==> src/verilog/spi_port_cfg.svh <==
// Constants for the serial port: timing, field positions and reset values.
`ifndef SPI_PORT_CFG_SVH
`define SPI_PORT_CFG_SVH
// System clock and highest master bit rate, in kHz
`define SYS_CLK_KHZ 40000
`define MAX_SCK_KHZ 12500
// Shortest SCK half period in system clocks, rounded up
`define MIN_HALF_CYC ((`SYS_CLK_KHZ + 2 * `MAX_SCK_KHZ - 1) / (2 * `MAX_SCK_KHZ))
`define BYTE_W 8
`define RATE_W 8
`define HALF_W 9
`define CNT_W 4
`define LAST_BIT 4'h7
// Event flag positions within the flag vector
`define FLAG_DONE 3
`define FLAG_WRITE_COLLISION_FLAG 2
`define FLAG_MODE_FAULT_FLAG 1
`define FLAG_OVR 0
`define FLAGS_RST 4'h0
`define RATE_RST 8'h00
`define SEL_HI_RST 1'b0
`define SEL_LO_RST 1'b1
`endif

==> src/verilog/spi_port_pkg.sv <==
// Types for the serial port: master sequencer states and the state record.
`default_nettype none
package spi_port_pkg;
  `include "spi_port_cfg.svh"
  typedef enum logic [1:0] {M_IDLE = 2'b00, M_RUN = 2'b01} mst_state_t;
  typedef struct packed {
    logic sck_m, sck_s, sck_p;
    logic mosi_m, mosi_s;
    logic miso_m, miso_s;
    logic nss_m, nss_s, nss_p;
    logic master_en, port_en, sel_hi, sel_lo, cpha, cpol;
    logic [`RATE_W-1:0] rate;
    logic [3:0] flags;
    logic [`BYTE_W-1:0] tx_buf;
    logic tx_full;
    logic [`BYTE_W-1:0] sh;
    logic sh_empty;
    logic [`BYTE_W-1:0] rx_buf;
    logic rx_full;
    mst_state_t mst;
    logic [`HALF_W-1:0] cnt;
    logic half;
    logic [`CNT_W-1:0] bits;
    logic sck_q;
  } state_t;
endpackage
`default_nettype wire

==> src/verilog/spi_port.sv <==
// Serial port, master or slave, 3-wire or 4-wire, with sticky event flags.
`default_nettype none
`include "spi_port_cfg.svh"
module spi_port import spi_port_pkg::*; (
  // Clock and reset
  input wire logic clk,
  input wire logic resetn,
  // Control writes
  input wire logic ctrl_wr,
  input wire logic master_enable_in,
  input wire logic port_enable_in,
  input wire logic select_mode_high_in,
  input wire logic select_mode_low_in,
  input wire logic clock_phase_in,
  input wire logic clock_polarity_in,
  input wire logic rate_wr,
  input wire logic [`RATE_W-1:0] rate_wdata,
  input wire logic [3:0] flag_clr,
  // Data window
  input wire logic dat_wr,
  input wire logic [`BYTE_W-1:0] dat_wdata,
  input wire logic dat_rd,
  output logic [`BYTE_W-1:0] rx_data,
  // Status
  output logic master_enable_bit,
  output logic port_enable_bit,
  output logic select_mode_high_bit,
  output logic select_mode_low_bit,
  output logic clock_phase_bit,
  output logic clock_polarity_bit,
  output logic transfer_done_flag,
  output logic write_collision_flag,
  output logic mode_fault_flag,
  output logic rx_overrun_flag,
  output logic tx_buffer_empty,
  output logic rx_buffer_full,
  output logic busy,
  // Pins
  input wire logic sck_in,
  output logic sck_out,
  output logic sck_oe_n,
  input wire logic mosi_in,
  output logic mosi_out,
  output logic mosi_oe_n,
  input wire logic miso_in,
  output logic miso_out,
  output logic miso_oe_n,
  input wire logic slave_select_n_in,
  output logic slave_select_n_out,
  output logic slave_select_n_oe_n
);

  state_t q, n;

  // Half period of master SCK in system clocks, never below the rate cap
  function automatic logic [`HALF_W-1:0] half_len(input logic [`RATE_W-1:0] r);
    logic [`HALF_W-1:0] h;
    h = {1'b0, r} + `HALF_W'(1);
    if (h < `HALF_W'(`MIN_HALF_CYC)) h = `HALF_W'(`MIN_HALF_CYC);
    return h;
  endfunction

  function automatic state_t rst_state();
    state_t s;
    s = '0;
    s.nss_m = 1'b1;
    s.nss_s = 1'b1;
    s.nss_p = 1'b1;
    s.sel_hi = `SEL_HI_RST;
    s.sel_lo = `SEL_LO_RST;
    s.rate = `RATE_RST;
    s.flags = `FLAGS_RST;
    s.sh_empty = 1'b1;
    s.mst = M_IDLE;
    return s;
  endfunction

  logic master_on, slave_on, multi_mode, four_wire_slave, selected;
  logic sck_edge, sample_edge, nss_fall, slv_done, fault_now;
  logic [`HALF_W-1:0] hl;

  assign master_on = q.port_en & q.master_en;
  assign slave_on = q.port_en & ~q.master_en;
  assign multi_mode = ~q.sel_hi & q.sel_lo;
  assign four_wire_slave = slave_on & multi_mode;
  // Three-wire slave is always selected; select line ignored there
  assign selected = slave_on & ~(multi_mode & q.nss_s);
  assign sck_edge = q.sck_s ^ q.sck_p;
  // Phase 0 latches on the edge leaving idle, phase 1 on the return
  assign sample_edge = selected & sck_edge
      & (q.cpha ? (q.sck_s == q.cpol) : (q.sck_s != q.cpol));
  assign nss_fall = q.nss_p & ~q.nss_s;
  assign slv_done = sample_edge & (q.bits == `LAST_BIT);
  assign fault_now = master_on & multi_mode & ~q.nss_s;
  assign hl = half_len(q.rate);

  always_comb begin
    n = q;
    // Two-stage synchronisers; SCK and select keep a third stage for edge detection
    n.sck_m = sck_in;
    n.sck_s = q.sck_m;
    n.sck_p = q.sck_s;
    n.mosi_m = mosi_in;
    n.mosi_s = q.mosi_m;
    n.miso_m = miso_in;
    n.miso_s = q.miso_m;
    n.nss_m = slave_select_n_in;
    n.nss_s = q.nss_m;
    n.nss_p = q.nss_s;
    if (ctrl_wr) begin
      n.master_en = master_enable_in;
      n.port_en = port_enable_in;
      n.sel_hi = select_mode_high_in;
      n.sel_lo = select_mode_low_in;
      n.cpha = clock_phase_in;
      n.cpol = clock_polarity_in;
    end
    if (rate_wr) n.rate = rate_wdata;
    n.flags = q.flags & ~flag_clr;
    if (dat_rd) n.rx_full = 1'b0;
    if (dat_wr) begin
      if (q.tx_full) begin
        n.flags[`FLAG_WRITE_COLLISION_FLAG] = 1'b1;
      end else begin
        n.tx_buf = dat_wdata;
        n.tx_full = 1'b1;
      end
    end
    if (!q.port_en) begin
      // Disabling restarts the byte framing
      n.mst = M_IDLE;
      n.bits = '0;
      n.sh_empty = 1'b1;
    end else if (q.master_en) begin
      case (q.mst)
        M_IDLE: begin
          if (n.tx_full) begin
            n.sh = n.tx_buf;
            n.tx_full = 1'b0;
            n.mst = M_RUN;
            n.cnt = '0;
            n.half = 1'b0;
            n.bits = '0;
          end
        end
        M_RUN: begin
          if (q.cnt == hl - `HALF_W'(1)) begin
            n.cnt = '0;
            n.half = ~q.half;
            if (q.half) begin
              // Last system clock of the bit samples the slave's data
              n.sh = {q.sh[`BYTE_W-2:0], q.miso_s};
              n.bits = q.bits + `CNT_W'(1);
              if (q.bits == `LAST_BIT) begin
                n.bits = '0;
                n.rx_buf = {q.sh[`BYTE_W-2:0], q.miso_s};
                n.rx_full = 1'b1;
                n.flags[`FLAG_DONE] = 1'b1;
                if (n.tx_full) begin
                  n.sh = n.tx_buf;
                  n.tx_full = 1'b0;
                end else begin
                  n.mst = M_IDLE;
                end
              end
            end
          end else begin
            n.cnt = q.cnt + `HALF_W'(1);
          end
        end
        default: n.mst = M_IDLE;
      endcase
    end else begin
      n.mst = M_IDLE;
      if (sample_edge) begin
        // Mid-bit latch of MOSI; no transfer starts from this side
        n.sh = {q.sh[`BYTE_W-2:0], q.mosi_s};
        n.sh_empty = 1'b0;
        n.bits = q.bits + `CNT_W'(1);
        if (slv_done) begin
          n.bits = '0;
          n.flags[`FLAG_DONE] = 1'b1;
          if (q.rx_full) begin
            n.flags[`FLAG_OVR] = 1'b1;
          end else begin
            n.rx_buf = {q.sh[`BYTE_W-2:0], q.mosi_s};
            n.rx_full = 1'b1;
          end
          n.sh_empty = ~n.tx_full;
          if (n.tx_full) begin
            n.sh = n.tx_buf;
            n.tx_full = 1'b0;
          end
        end
      end else if (q.sh_empty && n.tx_full) begin
        n.sh = n.tx_buf;
        n.sh_empty = 1'b0;
        n.tx_full = 1'b0;
      end
      if (four_wire_slave && nss_fall) n.bits = '0;
    end
    if (fault_now) begin
      // Fault wins over a software enable in the same cycle
      n.master_en = 1'b0;
      n.port_en = 1'b0;
      n.flags[`FLAG_MODE_FAULT_FLAG] = 1'b1;
      n.mst = M_IDLE;
    end
    n.sck_q = (n.mst == M_RUN) ? (n.cpol ^ (n.half ^ n.cpha)) : n.cpol;
  end

  always_ff @(posedge clk) begin
    if (!resetn) begin
      q <= rst_state();
    end else begin
      q <= n;
    end
  end

  assign rx_data = q.rx_buf;
  assign master_enable_bit = q.master_en;
  assign port_enable_bit = q.port_en;
  assign select_mode_high_bit = q.sel_hi;
  assign select_mode_low_bit = q.sel_lo;
  assign clock_phase_bit = q.cpha;
  assign clock_polarity_bit = q.cpol;
  assign transfer_done_flag = q.flags[`FLAG_DONE];
  assign write_collision_flag = q.flags[`FLAG_WRITE_COLLISION_FLAG];
  assign mode_fault_flag = q.flags[`FLAG_MODE_FAULT_FLAG];
  assign rx_overrun_flag = q.flags[`FLAG_OVR];
  assign tx_buffer_empty = ~q.tx_full;
  assign rx_buffer_full = q.rx_full;
  assign busy = (q.mst == M_RUN) | (slave_on & (q.bits != '0));
  assign sck_out = q.sck_q;
  assign sck_oe_n = ~master_on;
  assign mosi_out = q.sh[`BYTE_W-1];
  assign mosi_oe_n = ~master_on;
  assign miso_out = q.sh[`BYTE_W-1];
  assign miso_oe_n = ~selected;
  assign slave_select_n_out = q.sel_lo;
  assign slave_select_n_oe_n = ~q.sel_hi;

  property p_mode_fault;
    @(posedge clk) disable iff (!resetn)
    fault_now |=> !q.master_en && !q.port_en && q.flags[`FLAG_MODE_FAULT_FLAG];
  endproperty
  a_mode_fault: assert property (p_mode_fault) else $error("mode fault did not disable");

  property p_collision;
    @(posedge clk) disable iff (!resetn)
    dat_wr && q.tx_full |=> q.flags[`FLAG_WRITE_COLLISION_FLAG] && (q.tx_buf == $past(q.tx_buf));
  endproperty
  a_collision: assert property (p_collision) else $error("collision not flagged");

  property p_master_start;
    @(posedge clk) disable iff (!resetn)
    master_on && !fault_now && q.mst == M_IDLE && dat_wr && !q.tx_full
      |=> q.mst == M_RUN && q.sh == $past(dat_wdata) && !q.tx_full;
  endproperty
  a_master_start: assert property (p_master_start) else $error("master did not start");

  property p_sck_idle;
    @(posedge clk) disable iff (!resetn)
    q.mst == M_IDLE |-> sck_out == q.cpol;
  endproperty
  a_sck_idle: assert property (p_sck_idle) else $error("sck not at idle level");

  property p_flag_sticky;
    @(posedge clk) disable iff (!resetn)
    q.flags[`FLAG_DONE] && !flag_clr[`FLAG_DONE] |=> q.flags[`FLAG_DONE];
  endproperty
  a_flag_sticky: assert property (p_flag_sticky) else $error("done flag lost");

  property p_overrun;
    @(posedge clk) disable iff (!resetn)
    slv_done && q.rx_full && !fault_now
      |=> q.flags[`FLAG_OVR] && (q.rx_buf == $past(q.rx_buf)) && q.flags[`FLAG_DONE];
  endproperty
  a_overrun: assert property (p_overrun) else $error("overrun mishandled");

  property p_select_out;
    @(posedge clk) disable iff (!resetn)
    q.sel_hi |-> !slave_select_n_oe_n && (slave_select_n_out == q.sel_lo);
  endproperty
  a_select_out: assert property (p_select_out) else $error("select output wrong");

  property p_miso_release;
    @(posedge clk) disable iff (!resetn)
    (!q.port_en || q.master_en || (multi_mode && q.nss_s)) |-> miso_oe_n;
  endproperty
  a_miso_release: assert property (p_miso_release) else $error("miso driven");

  property p_disable_clears;
    @(posedge clk) disable iff (!resetn)
    !q.port_en ##1 !q.port_en |-> q.bits == '0 && q.mst == M_IDLE;
  endproperty
  a_disable_clears: assert property (p_disable_clears) else $error("counter not cleared");

  property p_nss_fall;
    @(posedge clk) disable iff (!resetn)
    four_wire_slave && nss_fall && !fault_now |=> q.bits == '0;
  endproperty
  a_nss_fall: assert property (p_nss_fall) else $error("select fall kept count");

endmodule
`default_nettype wire

==> config.mk <==
export PLATFORM = sky130hd
export DESIGN_NAME = spi_port
export DESIGN_NICKNAME = d
export VERILOG_FILES = /design/src/verilog/spi_port_pkg.sv /design/src/verilog/spi_port.sv
export VERILOG_INCLUDE_DIRS = /design/src /design/src/verilog
export SDC_FILE = /design/constraint.sdc
export NUM_CORES = 1
export LEC_CHECK = 0
export ABC_AREA = 1
export BUFFER_PORTS_ARGS = -buffer_cell sky130_fd_sc_hd__buf_2
export CORE_MARGIN = 3
export CORE_UTILIZATION = 55
export DETAILED_ROUTE_END_ITERATION = 12
export HOLD_SLACK_MARGIN = 0.03
export PLACE_DENSITY = 0.87
export REMOVE_ABC_BUFFERS = 1
export SETUP_SLACK_MARGIN = 0.3
export SLEW_MARGIN = 30
export SYNTH_ARGS = -nofsm -noshare
export SYNTH_HDL_FRONTEND = slang
export SYNTH_SLANG_ARGS = --single-unit
export TNS_END_PERCENT = 10
==> constraint.sdc <==
create_clock -name clk -period 4.8 [get_ports clk]
set_input_delay 0.96 -clock clk [delete_from_list [all_inputs] [get_ports clk]]
set_output_delay 0.96 -clock clk [all_outputs]
set_load 0.02 [all_outputs]
* Word level (Yosys, flattened, before mapping)
Index checks and enable logic that the tools add are counted.
Storage, ports and cells: logic and storage cells 155, input bits 36, ROM bits 0, output and inout port bits 29, bits in registers 72, bits in writable memories 0, memories 0, bits in latches 0
Cells by class: eq/ne operators 16, divide/modulo/power cells 0, shift operators 0, add/sub/neg operators 4, reduce and logical (&&, ||, !) cells 17, mux-type cells 59, multipliers 0, bitwise logic cells 29, order comparisons 1
Operators by type and width (count):
- two-way mux 9 bit | 12
- two-way mux 11 bit | 4
- case mux 14 bit (2 select lines) | 1
- two-way mux 4 bit | 6
- two-way mux 8 bit | 3
- two-way mux 1 bit | 22
- two-way mux 10 bit | 2
- two-way mux 19 bit | 1
- case mux 9 bit (2 select lines) | 1
- two-way mux 16 bit | 1
- bitwise AND 1 bit | 13
- NOT 1 bit | 10
- adder 8 x 1 -> 9 bit, second input constant | 1
- adder 9 x 1 -> 9 bit, second input constant | 1
- == test 9 bit | 1
- < comparator 9 x 2 -> 1 bit, second input constant | 1
- inequality test 3 bit, second input constant | 3
- subtractor 9 x 1 -> 9 bit, second input constant | 1
- two-way mux 2 bit | 4
- inequality test 2 x 1 -> 1 bit, second input constant | 4
- AND reduction 8 bit | 1
- nonzero test 2 bit | 4
- AND reduction 6 bit | 1
- nonzero test 3 bit | 2
- other kinds (20) | 26

* Logic depth before layout (Yosys ltp)
depth after elaboration 15, mapped depth 29, mapped depth without buffers 29

* Worst setup path before layout
Ideal clock, no wire load.
path type reg-to-reg, start point register q[48] (netlist name), end point register q, in the netlist rx_data[6], setup time 113 ps, buffers on the path 1, data arrival time 3000 ps, data required time 4687 ps, cell stages (with the launch flop) 27, slack 1687 ps, period minus slack after synthesis 3113 ps, path through dfxtp_1 -> ha_1 -> nand3_1 -> clkinv_1 -> nand2_1 -> nand2_2 -> nand3_2 -> nor2_8 -> nand2_4 -> nand2_2 -> ha_1 -> nand2_1 -> nor2_4 -> nand3_2 -> nand2_1 -> nand2_1 -> nand2_1 -> nand3_1 -> nor2_4 -> nand2_2 -> nor2_4 -> nand3_2 -> o21ai_4 -> nand2_2 -> buf_6 -> nor2_1 -> nor2_1
Between the ends: longest elaborated chain between the ends 7
Ends and longest elaborated chain:
- start: declaration | line spi_port.sv:53 | state_t q, n;
- start signal: assignment | line spi_port.sv:214 | q <= rst_state();
- start signal: assignment | line spi_port.sv:216 | q <= n;
- adder 8 x 1 -> 9 bit * | line spi_port.sv:58 | h = {1'b0, r} + `HALF_W'(1);
- < comparator 9 x 2 -> 1 bit | line spi_port.sv:59 | if (h < `HALF_W'(`MIN_HALF_CYC)) h = `HALF_W'(`MIN_HALF_CYC);
- two-way mux 9 bit * | line spi_port.sv:59
- subtractor 9 x 1 -> 9 bit * | line spi_port.sv:147 | if (q.cnt == hl - `HALF_W'(1)) begin
- == test 9 bit * | line spi_port.sv:147
- inequality test 2 x 1 -> 1 bit (no line) *
- AND reduction 8 bit (no line) *
Every way passes the cells marked *; elsewhere a longest branch is shown, timed or not. A chain may end at the register's enable or synchronous reset.

* Worst setup path in the final report
start point register q[48] (netlist name), end point register q[3] (netlist name)
Between the ends: longest elaborated chain between the ends 7
Ends and longest elaborated chain (line):
- adder 8 x 1 -> 9 bit * | spi_port.sv:58
- < comparator 9 x 2 -> 1 bit | spi_port.sv:59
- two-way mux 9 bit * | spi_port.sv:59
- subtractor 9 x 1 -> 9 bit * | spi_port.sv:147
- == test 9 bit * | spi_port.sv:147
- inequality test 3 bit (no line) *
- AND reduction 5 bit (no line) *
Marked as above.

==> impl_results.md <==
- Status: completed
- Psw: approximately 390 µW
- Power Total: 1378 µW
- CTS hold repair buffers: 0
- PortBufs: 64
- Period utilization: roughly three quarters
- Drt first-iter violations: 464
- Largest Register: q
- VDD IR max: roughly 210 µV
- # setup viols final: 0
- Design Area, Final: approximately 4600 µm²
- Max Cap Violations: 0
- CTS-repair resized insts: 0
- Die Width: 92.91 µm
- RD Place Congestion: 0.9061
- Hold Vio Cnt, Final: 0
- Largest net degree at the start of global routing: a little over 40
- Post-Route WL: ~10000 µm
- Crit-path max FO: 9
- Seq/Total Area, Yosys: between 30% and 40%
- Max FFs per register: 45
- Global-route met3 utilization: around 5.7%
- Seq cells post-synth: 72
- Final Max Slew Viols: 0
- First-pass GRT wire length: roughly 17000 µm
- CTS root buf: clkbuf_8
- HPWL after DPL: ~7500 µm
- Core area: 7292 µm²
- Post-Route Setup TNS: 0 ps
- Reg clk slew, reported paths: around 80 ps
- Via/cell ratio: approximately 5.3
- Share of the synthesized area in the top cell type: a little over a third
- Worst-margin pin slew: ~870 ps
- Routed wire per std cell: between 10 and 15 µm
- Syn_area_per_cell: between 6 and 7 µm²
- CTS buffer count: 9
- Most frequent cells after synthesis: nand2_1 (144), inv_1 (77), dfxtp_1 (72), nor2_1 (61), o21ai_0 (52)
- CP Launch Type: register
- Synth unique cells: 37
- GRT Resource Usage Total: 23.66%
- I/O pins: 65
- Sink Count: 72
- N_diodes: 0
- Starting density of the core: 56.97%
- Via Count: 4097
- Clk pwr share: a little under two fifths
- Htree depth: 3
- Final ANT Viol Nets: 0
- Layout cells sized above 1: a little under a fifth
- Drt drc: 0
- Netlist Area Pre-Place: 4154 µm²
- Critical Path End Type: register
- Latest clock arrival within the worst-skew pair: between 300 and 400 ps
- Post-synth ARST share: 0%
- Relative slew slack: approximately 42%
- CP arrival: between 3000 and 4000 ps
- PwrDens: approximately 300 nW/µm²
- Top FF cell, synth: dfxtp_1
- Post-placement cell area: 4436 µm²
- Min Tclk post-route: roughly 3600 ps
- Final net count: between 700 and 800
- Area grow syn2layout: 11.81%
- Clk buf depth: 2
- Unrepaired setup endpoints after global routing: no
- Synth area leaders: dfxtp_1 (35%), nand2_1 (13%), inv_1 (7.0%)
- Crit path kind: reg -> reg
- Hold Crit Class: reg -> reg
- Setup bufs post-CTS: 0
- First-pass DRT Iterations: 5
- Number of core rows: 31
- Most Crowded Layer GR: met2
- Overflow after GRT: 0
- Vias in the first global route: ~3800
- Die H: about 93 µm
- Most common cell in the netlist: nand2_1
- Combinational share of power: 16.4%
- EDFF count, synth: 0
- CP Data Required Time: a little over 5000 ps
- Sw Ratio: approximately 28%
- Synth area leader: dfxtp_1
- Setup Skew: about 8.6 ps
- Pint: just under 1000 µW
- Yosys warning count: 0
- Leak pwr: approximately 0.0021 µW
- CTS tree: yes
- Sequential Power Share: between 40% and 50%
- Max Fclk: 280.3 MHz
- Die area: approximately 8600 µm²
- Met1 usage: between 30 and 40%
- Global Route met2 Usage: a little under two fifths
- Antenna violations before repair: 0
- Post-Syn Instances: about 620
[worst max-delay path, cell delays in order, from the launching register on]
cell and delay [ps]:
dfxtp_1 400, ha_1 210, nand3_1 110, clkinv_1 60, nand2_1 70, nand2_2 110
nand3_2 140, nor2_8 160, nand2_4 90, nand2_2 70, ha_1 180, nand2_1 100
nor2_4 150, nand3_2 100, nand2_1 90, nand2_1 60, nand2_1 70, nand3_1 110
nor2_4 160, nand3_2 190, nand2_1 110, nand2_1 120, nor2_1 230, inv_1 130
o21ai_0 150, a21oi_1 60
[power by group through the flow]
stage	Sequential [µW]	Clock, µW	Combinational (µW)
floorplan	654	0	156
global placement	650	0	215
detailed placement	651	0	222
CTS	638	518	224
global route	641	544	253
finish	638	514	226
[placed cells by master (no fill, tap or decap), types with 2 or more instances in the layout]
cell type  instances
nor3_1            15
nand4_1            5
buf_2             64
dfxtp_1           72
nand3b_1           6
inv_1             76
nand3_2            5
nand2_1          144
ha_1               5
nand3_1           34
o211ai_1           4
nor2_4             6
nor2_1            61
bufinv_16          2
xor2_1            10
or2_2              5
a21oi_1           39
nand2_4            3
xnor2_1            2
mux2i_1            8
nor2_2             4
clkbuf_8           9
nand2_2           11
inv_2              6
o22ai_1            7
o21ai_0           52
[cell type report]
| type | count | area, µm² |
|---|---|---|
| clock buffers | 10 | 127.6 |
| inverters | 83 | 311.5 |
| fillers | 671 | 2648 |
| flip-flops and latches | 72 | 1441 |
| clock inverters | 5 | 81.33 |
| well taps | 99 | 123.9 |
| multi-input cells | 435 | 2231 |
| repair buffers | 65 | 327.8 |
[logic make-up (layout without fill, tap and decap cells)]
kind of cell	count (synthesis)	count (layout)	synth area share, %
AND/OR/NAND/NOR	301	301	33.64
buffers and inverters	110	163	11.60
XOR/XNOR	12	12	2.530
adder cells (fa/ha/maj)	5	5	1.506
multiplexers	8	8	1.928
other	1	1	0.09027
AO/OA/AOI/OAI	108	108	14.01
flip-flops	72	72	34.70
[per-layer routing]
layer,share of wire [%],vias up
li1,-,2061
met1,45,1824
met2,45,197
met3,9.3,15
met4,1.3,0
met5,0,-
[worst paths after layout]
kind	from	endpoint	slack, ps	cells after the start
setup / recovery	q[48]$_SDFFE_PN0P_	q[3]$_SDFFE_PN0P_	1230	25
hold reg to reg	n[65]$_SDFF_PN0_	q[65]$_SDFF_PN0_	410	2
hold / removal	n[65]$_SDFF_PN0_	q[65]$_SDFF_PN0_	410	2
setup reg to reg	q[48]$_SDFFE_PN0P_	q[3]$_SDFFE_PN0P_	1230	25
[stage by stage]
step	hold WS, ps	util [%]	std cells	setup slack, ps
6_report	413.3	63.69	769	1233
5_1_grt	439.5	63.69	769	790.1
4_1_cts	416.3	63.69	769	1243
3_5_place_dp	400.5	60.83	754	1281
3_3_place_gp	393.9	60.83	754	1417
2_1_floorplan	390.0	-	590	1696
Note: power is estimated with default switching activity, not from simulation.
